<file path="src/design/pach_cfg.svh">
// Purpose: constants for the parallel asynchronous configuration handshake
// Assumes: one 40 MHz clock, synchronous inputs
// Notes: counts in cycles of mclk
`ifndef PACH_CFG_SVH
`define PACH_CFG_SVH
`define PACH_BUSY_TIME_NS 100
`define PACH_CLK_NS 25
`define PACH_BUSY_CYCLES ((`PACH_BUSY_TIME_NS + `PACH_CLK_NS - 1) / `PACH_CLK_NS)
`define PACH_DATA_W 8
`define PACH_PAGE_W 3
`define PACH_STATUS_BIT 7
`define PACH_PAGE_RST 3'h0
`endif

</file>
<file path="src/design/pach_pkg.sv">
// Purpose: types for the parallel asynchronous configuration handshake
// Assumes: nothing from pach_cfg.svh, which it does not include
// Notes: load mode and handshake state enums
package pach_pkg;
  typedef enum logic [1:0] {
    PACH_FAST_PARALLEL,
    PACH_PASSIVE_SERIAL,
    PACH_PARALLEL_ASYNC,
    PACH_ACTIVE_SERIAL
  } pach_mode_type;
  typedef enum logic [1:0] {
    PACH_ST_IDLE,
    PACH_ST_BUSY,
    PACH_ST_USER
  } pach_state_type;
endpackage : pach_pkg

</file>
<file path="src/design/pach_handshake.sv">
// Purpose: target-side parallel asynchronous configuration handshake
// Assumes: host inputs synchronous to mclk; byte consumer gives byte_taken
// Notes: flag and data pins released to user I/O (enables low) outside parallel async loading
//   config_done closes the byte window, keeping the flag high until user mode
// Operation
// while read strobe low in parallel async mode, drive ready flag on data line 7.
// flag high when a byte can be accepted, low while busy.
// flag high after power-up before loading and after loading until user mode.
// in other load modes strobe, flag and selects stay tri-stated.
// host ties unused read strobe high.
// selected only when low select is low and high select is high.
// host holds both selects active through loading and initialisation.
// a select the host does not toggle is tied active.
// after parallel async loading the pins revert to user I/O.
// remote update when update source high, local when low.
// drive 3-bit page select naming one of eight pages in upgrade mode.
// update source and page pins are user I/O without upgrade or in active serial.
// byte captured on the write strobe rising edge.
// busy after capture until the byte is consumed; host waits for ready.
`timescale 1ns/10ps
`include "pach_cfg.svh"
module pach_handshake #(
  parameter int DATA_W = `PACH_DATA_W,
  parameter int PAGE_W = `PACH_PAGE_W,
  parameter int BUSY_CYCLES = `PACH_BUSY_CYCLES
) (
  input wire logic mclk,
  input wire logic rst,
  input wire pach_pkg::pach_mode_type load_mode,
  input wire logic upgrade_enable,
  input wire logic config_done,
  input wire logic user_mode,
  input wire logic read_status_strobe_n,
  input wire logic write_strobe_n,
  input wire logic chip_select_low_n,
  input wire logic chip_select_high,
  input wire logic [DATA_W-1:0] data_in,
  input wire logic byte_taken,
  input wire logic update_source_select,
  input wire logic [PAGE_W-1:0] page_next_in,
  input wire logic page_load,
  output logic [DATA_W-1:0] data_out,
  output logic [DATA_W-1:0] data_oe,
  output logic [DATA_W-1:0] byte_data,
  output logic byte_valid,
  output logic ready_busy_flag,
  output logic ready_busy_oe,
  output logic remote_update,
  output logic [PAGE_W-1:0] memory_page_select,
  output logic memory_page_oe,
  output logic selected
);
  initial begin
    if (DATA_W != 8 || PAGE_W != 3 || BUSY_CYCLES < 1 || BUSY_CYCLES > 255) begin
      $error("pach_handshake: unsupported parameters");
    end
  end

  typedef struct packed {
    pach_pkg::pach_state_type st;
    logic wr_prev;
    logic [7:0] cnt;
    logic [DATA_W-1:0] byte_d;
    logic valid;
    logic [PAGE_W-1:0] page;
  } pach_state_rec_type;

  // state decode shared by the flag and the checks
  function automatic logic st_idle(input pach_pkg::pach_state_type st);
    return st == pach_pkg::PACH_ST_IDLE;
  endfunction : st_idle

  pach_state_rec_type s_reg;
  pach_state_rec_type s_next;

  logic parallel_async_load_mode;
  logic wr_rise;
  logic upgrade_on;
  logic load_open;
  logic status_drive;

  assign parallel_async_load_mode = (load_mode == pach_pkg::PACH_PARALLEL_ASYNC)
    && (s_reg.st != pach_pkg::PACH_ST_USER);
  assign selected = !chip_select_low_n && chip_select_high;
  // no byte once loading is complete, so the flag stays high until user mode
  assign load_open = parallel_async_load_mode && !config_done;
  assign wr_rise = load_open && selected && !s_reg.wr_prev && write_strobe_n;
  assign upgrade_on = upgrade_enable && (load_mode != pach_pkg::PACH_ACTIVE_SERIAL);

  always_comb begin
    s_next = s_reg;
    s_next.wr_prev = write_strobe_n;
    if (page_load && upgrade_on) begin
      s_next.page = page_next_in;
    end
    case (s_reg.st)
      // a byte is only taken while idle; strobes while busy are ignored
      pach_pkg::PACH_ST_IDLE: begin
        if (user_mode) begin
          s_next.st = pach_pkg::PACH_ST_USER;
        end else if (wr_rise) begin
          s_next.byte_d = data_in;
          s_next.valid = 1'b1;
          s_next.cnt = 8'(BUSY_CYCLES);
          s_next.st = pach_pkg::PACH_ST_BUSY;
        end
      end
      // busy for the minimum time and until the byte is consumed
      pach_pkg::PACH_ST_BUSY: begin
        if (s_reg.cnt != 8'h00) begin
          s_next.cnt = s_reg.cnt - 8'h01;
        end
        if (byte_taken) begin
          s_next.valid = 1'b0;
        end
        if ((!s_reg.valid || byte_taken) && s_reg.cnt <= 8'h01) begin
          s_next.st = pach_pkg::PACH_ST_IDLE;
        end
      end
      default: begin
        s_next.valid = 1'b0;
      end
    endcase
  end

  // one register bank for the whole state record
  always_ff @(posedge mclk or posedge rst) begin
    if (rst) begin
      s_reg <= '{st: pach_pkg::PACH_ST_IDLE, wr_prev: 1'b1, cnt: 8'h00,
                 byte_d: 8'h00, valid: 1'b0, page: `PACH_PAGE_RST};
    end else begin
      s_reg <= s_next;
    end
  end

  always_comb begin
    ready_busy_oe = 1'b0;
    ready_busy_flag = 1'b1;
    status_drive = 1'b0;
    if (parallel_async_load_mode) begin
      ready_busy_oe = 1'b1;
      ready_busy_flag = st_idle(s_reg.st);
      status_drive = !read_status_strobe_n;
    end
    // outside ppa the flag and status line enables stay low
  end

  // only the status line is ever driven, the rest stay released
  for (genvar i = 0; i < DATA_W; i++) begin : g_data_line
    if (i == `PACH_STATUS_BIT) begin : g_status
      assign data_oe[i] = status_drive;
      assign data_out[i] = status_drive && ready_busy_flag;
    end else begin : g_other
      assign data_oe[i] = 1'b0;
      assign data_out[i] = 1'b0;
    end
  end

  assign byte_data = s_reg.byte_d;
  assign byte_valid = s_reg.valid;
  assign remote_update = upgrade_on && update_source_select;
  assign memory_page_select = s_reg.page;
  assign memory_page_oe = upgrade_on;

  status_drive_a: assert property (@(posedge mclk) disable iff (rst)
    (parallel_async_load_mode && !read_status_strobe_n) |-> (data_oe[7] && data_out[7] == ready_busy_flag))
    else $error("status not driven on data line 7");
  busy_after_byte_a: assert property (@(posedge mclk) disable iff (rst)
    wr_rise |=> (!ready_busy_flag || !parallel_async_load_mode))
    else $error("not busy after byte capture");
  ready_level_a: assert property (@(posedge mclk) disable iff (rst)
    (parallel_async_load_mode && s_reg.st == pach_pkg::PACH_ST_IDLE) |-> ready_busy_flag)
    else $error("flag low while idle");
  non_ppa_tri_a: assert property (@(posedge mclk) disable iff (rst)
    (load_mode != pach_pkg::PACH_PARALLEL_ASYNC) |-> (!ready_busy_oe && data_oe == 8'h00))
    else $error("pins driven outside parallel async");
  select_gate_a: assert property (@(posedge mclk) disable iff (rst)
    (chip_select_low_n || !chip_select_high) |=> !s_reg.valid || $stable(s_reg.byte_d))
    else $error("byte taken while deselected");
  capture_byte_a: assert property (@(posedge mclk) disable iff (rst)
    (wr_rise && s_reg.st == pach_pkg::PACH_ST_IDLE && !user_mode)
      |=> (byte_valid && byte_data == $past(data_in)))
    else $error("byte not captured on rising write strobe");
  user_release_a: assert property (@(posedge mclk) disable iff (rst)
    (s_reg.st == pach_pkg::PACH_ST_USER) |-> (!ready_busy_oe && data_oe == 8'h00))
    else $error("pins held after user mode");
  remote_pick_a: assert property (@(posedge mclk) disable iff (rst)
    upgrade_on |-> (remote_update == update_source_select))
    else $error("update source misread");
  page_gpio_a: assert property (@(posedge mclk) disable iff (rst)
    (load_mode == pach_pkg::PACH_ACTIVE_SERIAL) |-> (!memory_page_oe && !remote_update))
    else $error("page pins driven in active serial");
  busy_bound_a: assert property (@(posedge mclk) disable iff (rst)
    (s_reg.st == pach_pkg::PACH_ST_BUSY && !s_reg.valid) |-> ##[1:256]
      (s_reg.st != pach_pkg::PACH_ST_BUSY))
    else $error("busy never ends");

  // refusal, flag level, release and page tracking
  busy_refuse_a: assert property (@(posedge mclk) disable iff (rst)
    (s_reg.st == pach_pkg::PACH_ST_BUSY) |=> $stable(byte_data))
    else $error("byte changed while busy");
  busy_flag_a: assert property (@(posedge mclk) disable iff (rst)
    (parallel_async_load_mode && s_reg.st == pach_pkg::PACH_ST_BUSY) |-> !ready_busy_flag)
    else $error("flag high while busy");
  status_release_a: assert property (@(posedge mclk) disable iff (rst)
    read_status_strobe_n |-> !data_oe[`PACH_STATUS_BIT])
    else $error("data line 7 driven without read strobe");
  done_ready_a: assert property (@(posedge mclk) disable iff (rst)
    (parallel_async_load_mode && config_done && st_idle(s_reg.st)) |=> (ready_busy_flag || !parallel_async_load_mode))
    else $error("flag dropped after loading completed");
  page_track_a: assert property (@(posedge mclk) disable iff (rst)
    (page_load && upgrade_on) |=> (memory_page_select == $past(page_next_in)))
    else $error("page select not loaded");

  // main scenarios to reach
  byte_cycle_c: cover property (@(posedge mclk) disable iff (rst)
    wr_rise ##[1:20] (parallel_async_load_mode && ready_busy_flag));
  status_read_c: cover property (@(posedge mclk) disable iff (rst)
    (parallel_async_load_mode && !read_status_strobe_n && !ready_busy_flag));
  user_entry_c: cover property (@(posedge mclk) disable iff (rst)
    (s_reg.st == pach_pkg::PACH_ST_USER));
  remote_sel_c: cover property (@(posedge mclk) disable iff (rst) remote_update);
  done_hold_c: cover property (@(posedge mclk) disable iff (rst)
    (parallel_async_load_mode && config_done && ready_busy_flag));
endmodule : pach_handshake

</file>
<file path="config.mk">
export PLATFORM = sky130hd
export DESIGN_NAME = pach_handshake
export DESIGN_NICKNAME = d
export VERILOG_FILES = /design/src/design/pach_pkg.sv /design/src/design/pach_handshake.sv
export VERILOG_INCLUDE_DIRS = /design/src /design/src/design
export SDC_FILE = /design/constraint.sdc
export NUM_CORES = 1
export LEC_CHECK = 0
export BUFFER_PORTS_ARGS = -buffer_cell sky130_fd_sc_hd__clkbuf_2
export CORE_MARGIN = 8
export CORE_UTILIZATION = 40
export DETAILED_ROUTE_END_ITERATION = 8
export GPL_TIMING_DRIVEN = 0
export PLACE_DENSITY = 0.71
export SYNTH_ARGS = -nofsm -noshare
export SYNTH_HDL_FRONTEND = slang
export SYNTH_SLANG_ARGS = --single-unit
</file>
<file path="constraint.sdc">
create_clock -name mclk -period 2.1 [get_ports mclk]
set_clock_uncertainty 0.05 [all_clocks]
set_input_delay 0.105 -clock mclk [delete_from_list [all_inputs] [get_ports mclk]]
set_output_delay 0.105 -clock mclk [all_outputs]
set_load 0.02 [all_outputs]
</file>
=== Word-level counts from Yosys, hierarchy flattened ===
Index checks and enable logic that the tools add are counted.

* Flip-flop bits (word level): 23
* Output and inout port bits: 33
* Logic and storage cells: 56
* Input port bits: 25

* Muxes and demuxes: 13
* Add/sub/neg operators: 1
* Bitwise gates (word level): 1
* Magnitude comparators: 1
* Reductions and logical operators: 24
* Eq/ne operators: 10

{| class="wikitable"
|+ Operators by type and width
! kind !! count
|-
| $mux 17 || 2
|-
| $pmux 8 s2 || 1
|-
| $ne 2x2->1 const B || 7
|-
| $logic_and 1x1->1 || 11
|-
| $reduce_and 3->1 || 3
|-
| $le 8x1->1 const B || 1
|-
| $mux 8 || 1
|-
| $reduce_bool 8->1 || 1
|-
| $sub 8x1->8 const B || 1
|-
| $mux 2 || 3
|-
| $logic_not 1->1 || 5
|-
| $mux 1 || 4
|-
| $pmux 2 s2 || 1
|-
| $reduce_and 4->1 || 1
|-
| $ne 3x3->1 const B || 1
|-
| $eq 2x1->1 const B || 1
|-
| $eq 2x2->1 const B || 1
|-
| $logic_not 2->1 || 1
|-
| $pmux 1 s2 || 1
|-
| $reduce_bool 2->1 || 1
|-
| $logic_or 1x1->1 || 1
|-
| $not 1->1 || 1
|}

=== Depth between registers and ports, before layout ===
Gate-level depths: netlist of run 1.

* Depth in word-level cells: 9
* Mapped depth: 7
* Depth with buffers taken out: 6

=== Least setup slack after synthesis of run 1 ===
No wires, ideal clock.

* Path type: reg-to-reg
* Start point: reg s_reg[12] (netlist name)
* End point: reg s_reg[19] (netlist name)
* Slack: 0.129 ns
* Data required time: 1.986 ns
* Period minus slack after synthesis: 1.971 ns
* Arrival time: 1.856 ns
* Stages on the path, launching flop included: 8
* Cell sequence: dfrtp_1 inv_1 ha_1 or3b_1 buf_2 o311ai_4 a21boi_4 a211o_1

* Longest elaborated chain between the ends: 3
* Elaborated cells on any way between the ends: 6
* Classes of those cells: add/sub: 1; eq/ne: 1; mux: 2; reduce/logical: 2

{| class="wikitable"
|+ Ends and longest elaborated chain
! element !! RTL line !! text
|-
| start, declared || pach_handshake.sv:73 || <nowiki>pach_state_rec_type s_reg;</nowiki>
|-
| start signal, assigned || pach_handshake.sv:129 || <nowiki>s_reg <= '{st: pach_pkg::PACH_ST_IDLE, wr_prev: 1'b1, cnt: 8'h00,</nowiki>
|-
| start signal, assigned || pach_handshake.sv:132 || <nowiki>s_reg <= s_next;</nowiki>
|-
| $sub 8x1->8 or $reduce_bool 8->1 (tied branches) || pach_handshake.sv:111, pach_handshake.sv:110 ||
|-
| $mux 8 or $ne 2x2->1 (tied branches) || - ||
|-
| $pmux 8 s2 or $reduce_and 4->1 (tied branches) || - ||
|}

Several ways; a longest one is shown, not always the timed one. The select of a mux whose other input is x is not followed.
A chain may end at the register's enable or synchronous reset.

=== Worst setup path after layout of run 1 ===
* Start point: reg s_reg[13] (netlist name)
* End point: reg s_reg[19] (netlist name)

Same word-level chain as after synthesis.

==> out/qor.yml, run 1 <==
outcome: "completed"
die_area_sq_mm: 0.00557
avgSynthCellArea_sq_um: 10.3
min_path_type: "in2reg"
crit_path_max_fanout: 6
grt_pass1_wl_microns: 5060
gp_congestion: 0.722
ys_types: 39
initial_core_util: 0.416
antenna_found_initial: 0
root_buffer: "clkbuf_4"
clockBufferDepth: 2
wirelength_microns: 3220
largest_reg_flops: 11
yosysTopAreaCell: "dfrtp_1"
grtUsageTotal: 0.114
async_reset_ff_frac: 1.00
crit_path_end_kind: "flip-flop"
fillCellCount: 278
layout-drive-gt1-share: 0.481
power.share.clock: 0.249
p_switching_w: 0.000226
setup.worst_path.class: "reg2reg"
drtPass1Iterations: 4
yosys-top-cells-count: "26 x buf_4, 22 x dfrtp_1, 11 x mux2_2"
htreeDepth: 1
drc: 0
rsz0062_at_grt: "true"
powerDensity_mw_per_mm2: 431
die_y_microns: 74.7
drtAntennaViolNets: 0
ir_worst_vdd_uv: 174
crit_required_ns: 2.31
p_leak_nw: 1.06
grt_pass1_vias: 1186
period_needed_ns: 2.09
grt_max_degree: 24
ys_seq_area_frac: 0.419
io_buffers: 43
relSlewSlack: 0.436
maxCapViolCount: 0
worstSetupStartpointType: "flip-flop"
netlist_area_sq_mm: 0.00138
slew_viol_final: 0
crit_path_max_incr_delay_ns: 0.42
fp-row-count: 21
fmax_mhz: 478
ys_ff_latch: 23
numCtsBuffers: 3
yosysMostFrequentCell: "buf_4"
drt_iter0_drc: 16
clock_latency_ns: 0.32
synth_top_area_frac: 0.400
synth-edff-count: 0
grt_overflow: 0
finalSetupViolations: 0
hold_viol_final: 0
synth_cells: 134
synth_flop_cell: "dfrtp_1"
p_comb_frac: 0.201
diodes: 0
synth_area_leaders: "dfrtp_1 40%, buf_4 14%, mux2_2 9.0%"
pwr-share-seq: 0.551
vias: 1195
area_growth_pct: 41.5
path_clk_slew_ns: 0.13
core_sq_mm: 0.00331
cts_tree: "built"
num-nets-final: 244
regArea_sq_um: 577
multi_input_area_sq_um: 613
worstPathCellList: "inv_2, ha_2, or3b_4, buf_6, o311ai_4, a21boi_4, a211o_1"
utilization: 0.588
final_area_sq_mm: 0.00195
worst_pin_slew_ns: 0.845
yosys_warnings: 0
swShare: 0.269
place_area_sq_mm: 0.00170
fp.dieW_microns: 74.7
viasPerCell: 4.56
worstPathArrival_ns: 2.30
min_period_over_period: 0.996
cts_num_sinks: 23
slowest_stage: "dfrtp_1"
hpwl_microns: 2310
wl_per_cell_microns: 12.3
io_pins: 58
internal_power_w: 0.000613
-- what timing repair did --
action,in CTS,in global routing
hold buffers,14,0
pin swaps,3,4
gates resized for setup,2,4
endpoints found under the hold margin,35,0
buffers inserted,5,4
setup endpoints to repair,6,15
-- final timing paths --
check / startpoint / to / slack (ns) / cells past startpoint
hold / removal: byte_taken / byte_valid / 0.03 / 3
hold reg to reg: memory_page_select[0] / memory_page_select[0] / 0.47 / 1
setup reg to reg: s_reg[13] / s_reg[19] / 0.008 / 7
setup / recovery: s_reg[13] / s_reg[19] / 0.008 / 7
min in group asynchronous: rst / byte_data[2] / 0.44 / 3
max in group asynchronous: rst / s_reg[17] / 1.04 / 3
-- layer usage --
layer,global-route usage,part of all wire
met5,0,0
met4,0.0348,0.0096
met3,0.0266,0.084
met2,0.224,0.53
met1,0.115,0.38
-- power by group through the flow --
stage	clock network (W)	logic [W]	registers [W]
after global placement	0	0.000142	0.000469
after detailed placement	0	0.000145	0.000470
after CTS	0.000212	0.000167	0.000462
final	0.000208	0.000168	0.000462
after floorplan	0	0.000102	0.000469
after global routing	0.000230	0.000183	0.000463
-- kinds of logic after synthesis --
family / share of synthesized area
compound gates: 0.158
xor+xnor: 0.00636
fa+ha+maj: 0.0182
buf+inv: 0.179
flops: 0.419
mux: 0.0900
other cells: 0.00272
simple gates: 0.126
-- stage by stage --
step / setup TNS, ns / power, W / cells / setup WS, ns / hold slack, ns
3_3_place_gp: -0.442 / 0.000612 / 236 / -0.0834 / 0.153
5_1_grt: -0.181 / 0.000877 / 262 / -0.0447 / 0.0446
6_report: 0 / 0.000839 / 262 / 0.00751 / 0.0261
2_1_floorplan: 0 / 0.000571 / 147 / 0.129 / 0.0562
3_5_place_dp: -0.528 / 0.000615 / 236 / -0.0995 / 0.155
4_1_cts: 0 / 0.000841 / 259 / 0.00500 / 0.0355
-- area by class of cell --
cell class	count	share of cell area
Inverter	8	0.0154
Tap cell	46	0.0296
Buffer	30	0.112
Clock buffer	3	0.0116
Timing Repair Buffer	66	0.217
Sequential cell	23	0.296
Clock inverter	1	0.00257
Multi-Input combinational cell	85	0.315
-- cell usage in the layout, fill, tap and decap left out, types with 2 or more instances in the layout --
cell type / synthesis / routed
clkbuf_1: 3 / 2
nand2_1: 4 / 4
mux2_2: 11 / 11
inv_2: 1 / 2
dlygate4sd3_1: 0 / 14
a21oi_1: 5 / 5
and2_1: 2 / 2
conb_1: 1 / 14
nand4_1: 2 / 2
o31ai_1: 2 / 2
o21ai_0: 2 / 2
dfrtp_1: 22 / 22
nor4_1: 5 / 5
nor2_1: 5 / 5
nor2b_1: 2 / 2
or4_1: 2 / 2
nand2b_1: 3 / 3
buf_4: 26 / 35
or3_1: 2 / 2
a211oi_1: 2 / 2
a21o_1: 4 / 4
clkbuf_4: 0 / 3
inv_1: 7 / 6
clkbuf_2: 0 / 43
-- worst max-delay path, delay by kind of cell, from the launching register on --
kind | cells | cell delay (ns)
simple gates | 1 | 0.37
flops | 1 | 0.42
fa+ha+maj | 1 | 0.16
compound gates | 3 | 0.83
buf+inv | 2 | 0.20
Power figures use the tool's default switching activity.
==> inputs of run 2 (changes only) <==
Settings changed: REMOVE_ABC_BUFFERS set to 1.
==> run 2 against run 1 <==
Net effect: final area is 12% lower; largest power group unchanged; first-iteration DRC count is 130% higher; sequential share of layout area is 4.1 points higher; clock power is 7% lower; critical path type unchanged; sequential cell count stayed put; worst hold slack better by 0.036 ns; global-route usage hardly changed; die area stayed put; worst setup slack better by 0.077 ns; total power is 6.2% lower.
==> out/qor.yml, run 2 (same netlist as run 1, synthesis figures left out) <==
vias: 1087  # was 1195
worstPathArrival_ns: 2.16  # was 2.30 ns
drc: 0  # unchanged
drt_iter0_drc: 36  # was 16
finalSetupTns_ns: 0  # unchanged
final_common_cell: "clkbuf_2"  # unchanged
fmax_mhz: 496  # was 478 MHz
diodes: 0  # unchanged
grtUsageTotal: 0.114  # about the same
maxCapViolCount: 0  # unchanged
layout-drive-gt1-share: 0.383  # was 0.481
drtPass1Iterations: 4  # unchanged
core_sq_mm: 0.00331  # unchanged
hold_viol_final: 0  # unchanged
area_growth_pct: 24.4  # was 41.5%
initial_core_util: 0.416  # unchanged
numCtsBuffers: 3  # unchanged
powerDensity_mw_per_mm2: 460  # was 431 mW/mm^2
wirelength_microns: 3060  # was 3220 microns
finalSetupViolations: 0  # unchanged
antenna_found_initial: 0  # unchanged
worstPathCellList: "inv_1, ha_4, or3b_4, o311ai_4, buf_6, nor4_1, a211o_1"  # was inv_2, ha_2, or3b_4, buf_6, o311ai_4, a21boi_4, a211o_1
htreeDepth: 1  # unchanged
ir_worst_vdd_uv: 302  # was 174 uV
crit_required_ns: 2.25  # was 2.31 ns
setup.worst_path.class: "reg2reg"  # unchanged
p_leak_nw: 0.898  # was 1.06 nW
viasPerCell: 4.75  # was 4.56
die_area_sq_mm: 0.00557  # unchanged
min_period_over_period: 0.960  # was 0.996
final_cell_mix: "43 x clkbuf_2, 22 x dfrtp_1, 14 x conb_1, 14 x dlygate4sd3_1, 11 x mux2_2"  # was 43 x clkbuf_2, 35 x buf_4, 22 x dfrtp_1
grt_max_degree: 24  # unchanged
hpwl_microns: 2230  # was 2310 microns
grt_overflow: 0  # unchanged
fin_hold_ws_ns: 0.0623  # was 0.0261 ns
min_path_type: "in2reg"  # unchanged
crit_path_end_kind: "flip-flop"  # unchanged
drtAntennaViolNets: 0  # unchanged
clockBufferDepth: 2  # unchanged
clock_latency_ns: 0.30  # was 0.32 ns
critPathTopFamily: "compound AO/OA/AOI/OAI gates"  # unchanged
grt_pass1_wl_microns: 5090  # was 5060 microns
slew_viol_final: 0  # unchanged
crit_path_max_fanout: 5  # was 6
io_pins: 58  # unchanged
worst_pin_slew_ns: 0.840  # was 0.845 ns
num-nets-final: 211  # was 244
crit_buf_inv: 2  # unchanged
fp-row-count: 21  # unchanged
largest_reg_flops: 11  # unchanged
outcome: "completed"  # unchanged
rsz0062_at_grt: "false"  # was true
slowest_stage: "dfrtp_1"  # unchanged
grt_pass1_vias: 1137  # was 1186
fp.dieW_microns: 74.7  # unchanged
crit_path_max_incr_delay_ns: 0.42  # about the same
die_y_microns: 74.7  # unchanged
root_buffer: "clkbuf_4"  # unchanged
utilization: 0.517  # was 0.588
path_clk_slew_ns: 0.12  # was 0.13 ns
worstSetupStartpointType: "flip-flop"  # unchanged
cts_tree: "built"  # unchanged
cts_num_sinks: 23  # unchanged
wl_per_cell_microns: 13.3  # was 12.3 microns
io_buffers: 43  # unchanged
gp_congestion: 0.756  # was 0.722
relSlewSlack: 0.439  # was 0.436
period_needed_ns: 2.02  # was 2.09 ns
run 2: cell count changes in the layout (fill, tap and decap cells not counted):
cell and change:
buf_4 -30, buf_2 -1, clkbuf_1 -1, clkinv_2 -1
ha_2 -1, ha_4 +1, inv_1 +1, inv_2 -1
o2bb2ai_1 +1, o2bb2ai_2 -1
run 2: path summary, 6_finish.rpt:
kind                               from                     to  slack, ns  cells past startpoint
max reg2reg                   s_reg[13]              s_reg[19]       0.08                      7
min in group asynchronous           rst  memory_page_select[0]       0.44                      3
min                          byte_taken             byte_valid       0.06                      3
max in group asynchronous           rst              s_reg[15]       1.04                      3
max                           s_reg[13]              s_reg[19]       0.08                      7
min reg2reg                byte_data[2]           byte_data[2]       0.47                      1
run 2: area by class of cell:
type	instances	area, sq um
inverter	8	30.0
fill	310	1600
sequential	23	577
timing repair buffer	63	404
clock buffer	4	26.3
multi-input combinational	85	617
tap	46	57.6
run 2: what timing repair did:
action | 4_1_cts | 5_1_grt
hold endpoints to repair | 35 | 0
hold buffers | 14 | 0
gates resized for setup | 2 | 2
endpoints found under the setup margin | 6 | 14
setup buffers | 4 | 2
pin swaps | 1 | 2
run 2: per-layer routing:
| layer | vias up | track usage | share of wire | wire (microns) |
|---|---|---|---|---|
| met4 | 0 | 0.0261 | 0 | 0 |
| met3 | 0 | 0.0386 | 0.082 | 252 |
| met5 | - | 0 | 0 | 0 |
| met2 | 43 | 0.209 | 0.53 | 1630 |
| li1 | 528 | - | - | - |
| met1 | 516 | 0.122 | 0.38 | 1180 |
run 2: where the power goes:
part	internal (W)	total (W)	switching [W]
clock network	0.0000739	0.000194	0.000120
logic	0.0000553	0.000130	0.0000747
registers	0.000456	0.000463	0.00000701
run 2: tightest hold or removal path: stages:
cell,delay [ns]
clkbuf_2,0.07
nand2b_1,0.13
a211oi_1,0.08
run 2: per-stage QoR:
| stage | area [sq um] | std cells | worst slack (ns) | power (W) |
|---|---|---|---|---|
| after detailed placement | 1480 | 205 | -0.130 | 0.000578 |
| after CTS | 1680 | 227 | 0.00128 | 0.000795 |
| after floorplan | 1210 | 116 | 0.154 | 0.000535 |
| final | 1710 | 229 | 0.0843 | 0.000787 |
| after global placement | 1480 | 205 | -0.0493 | 0.000575 |
| after global routing | 1710 | 229 | 0.00832 | 0.000828 |
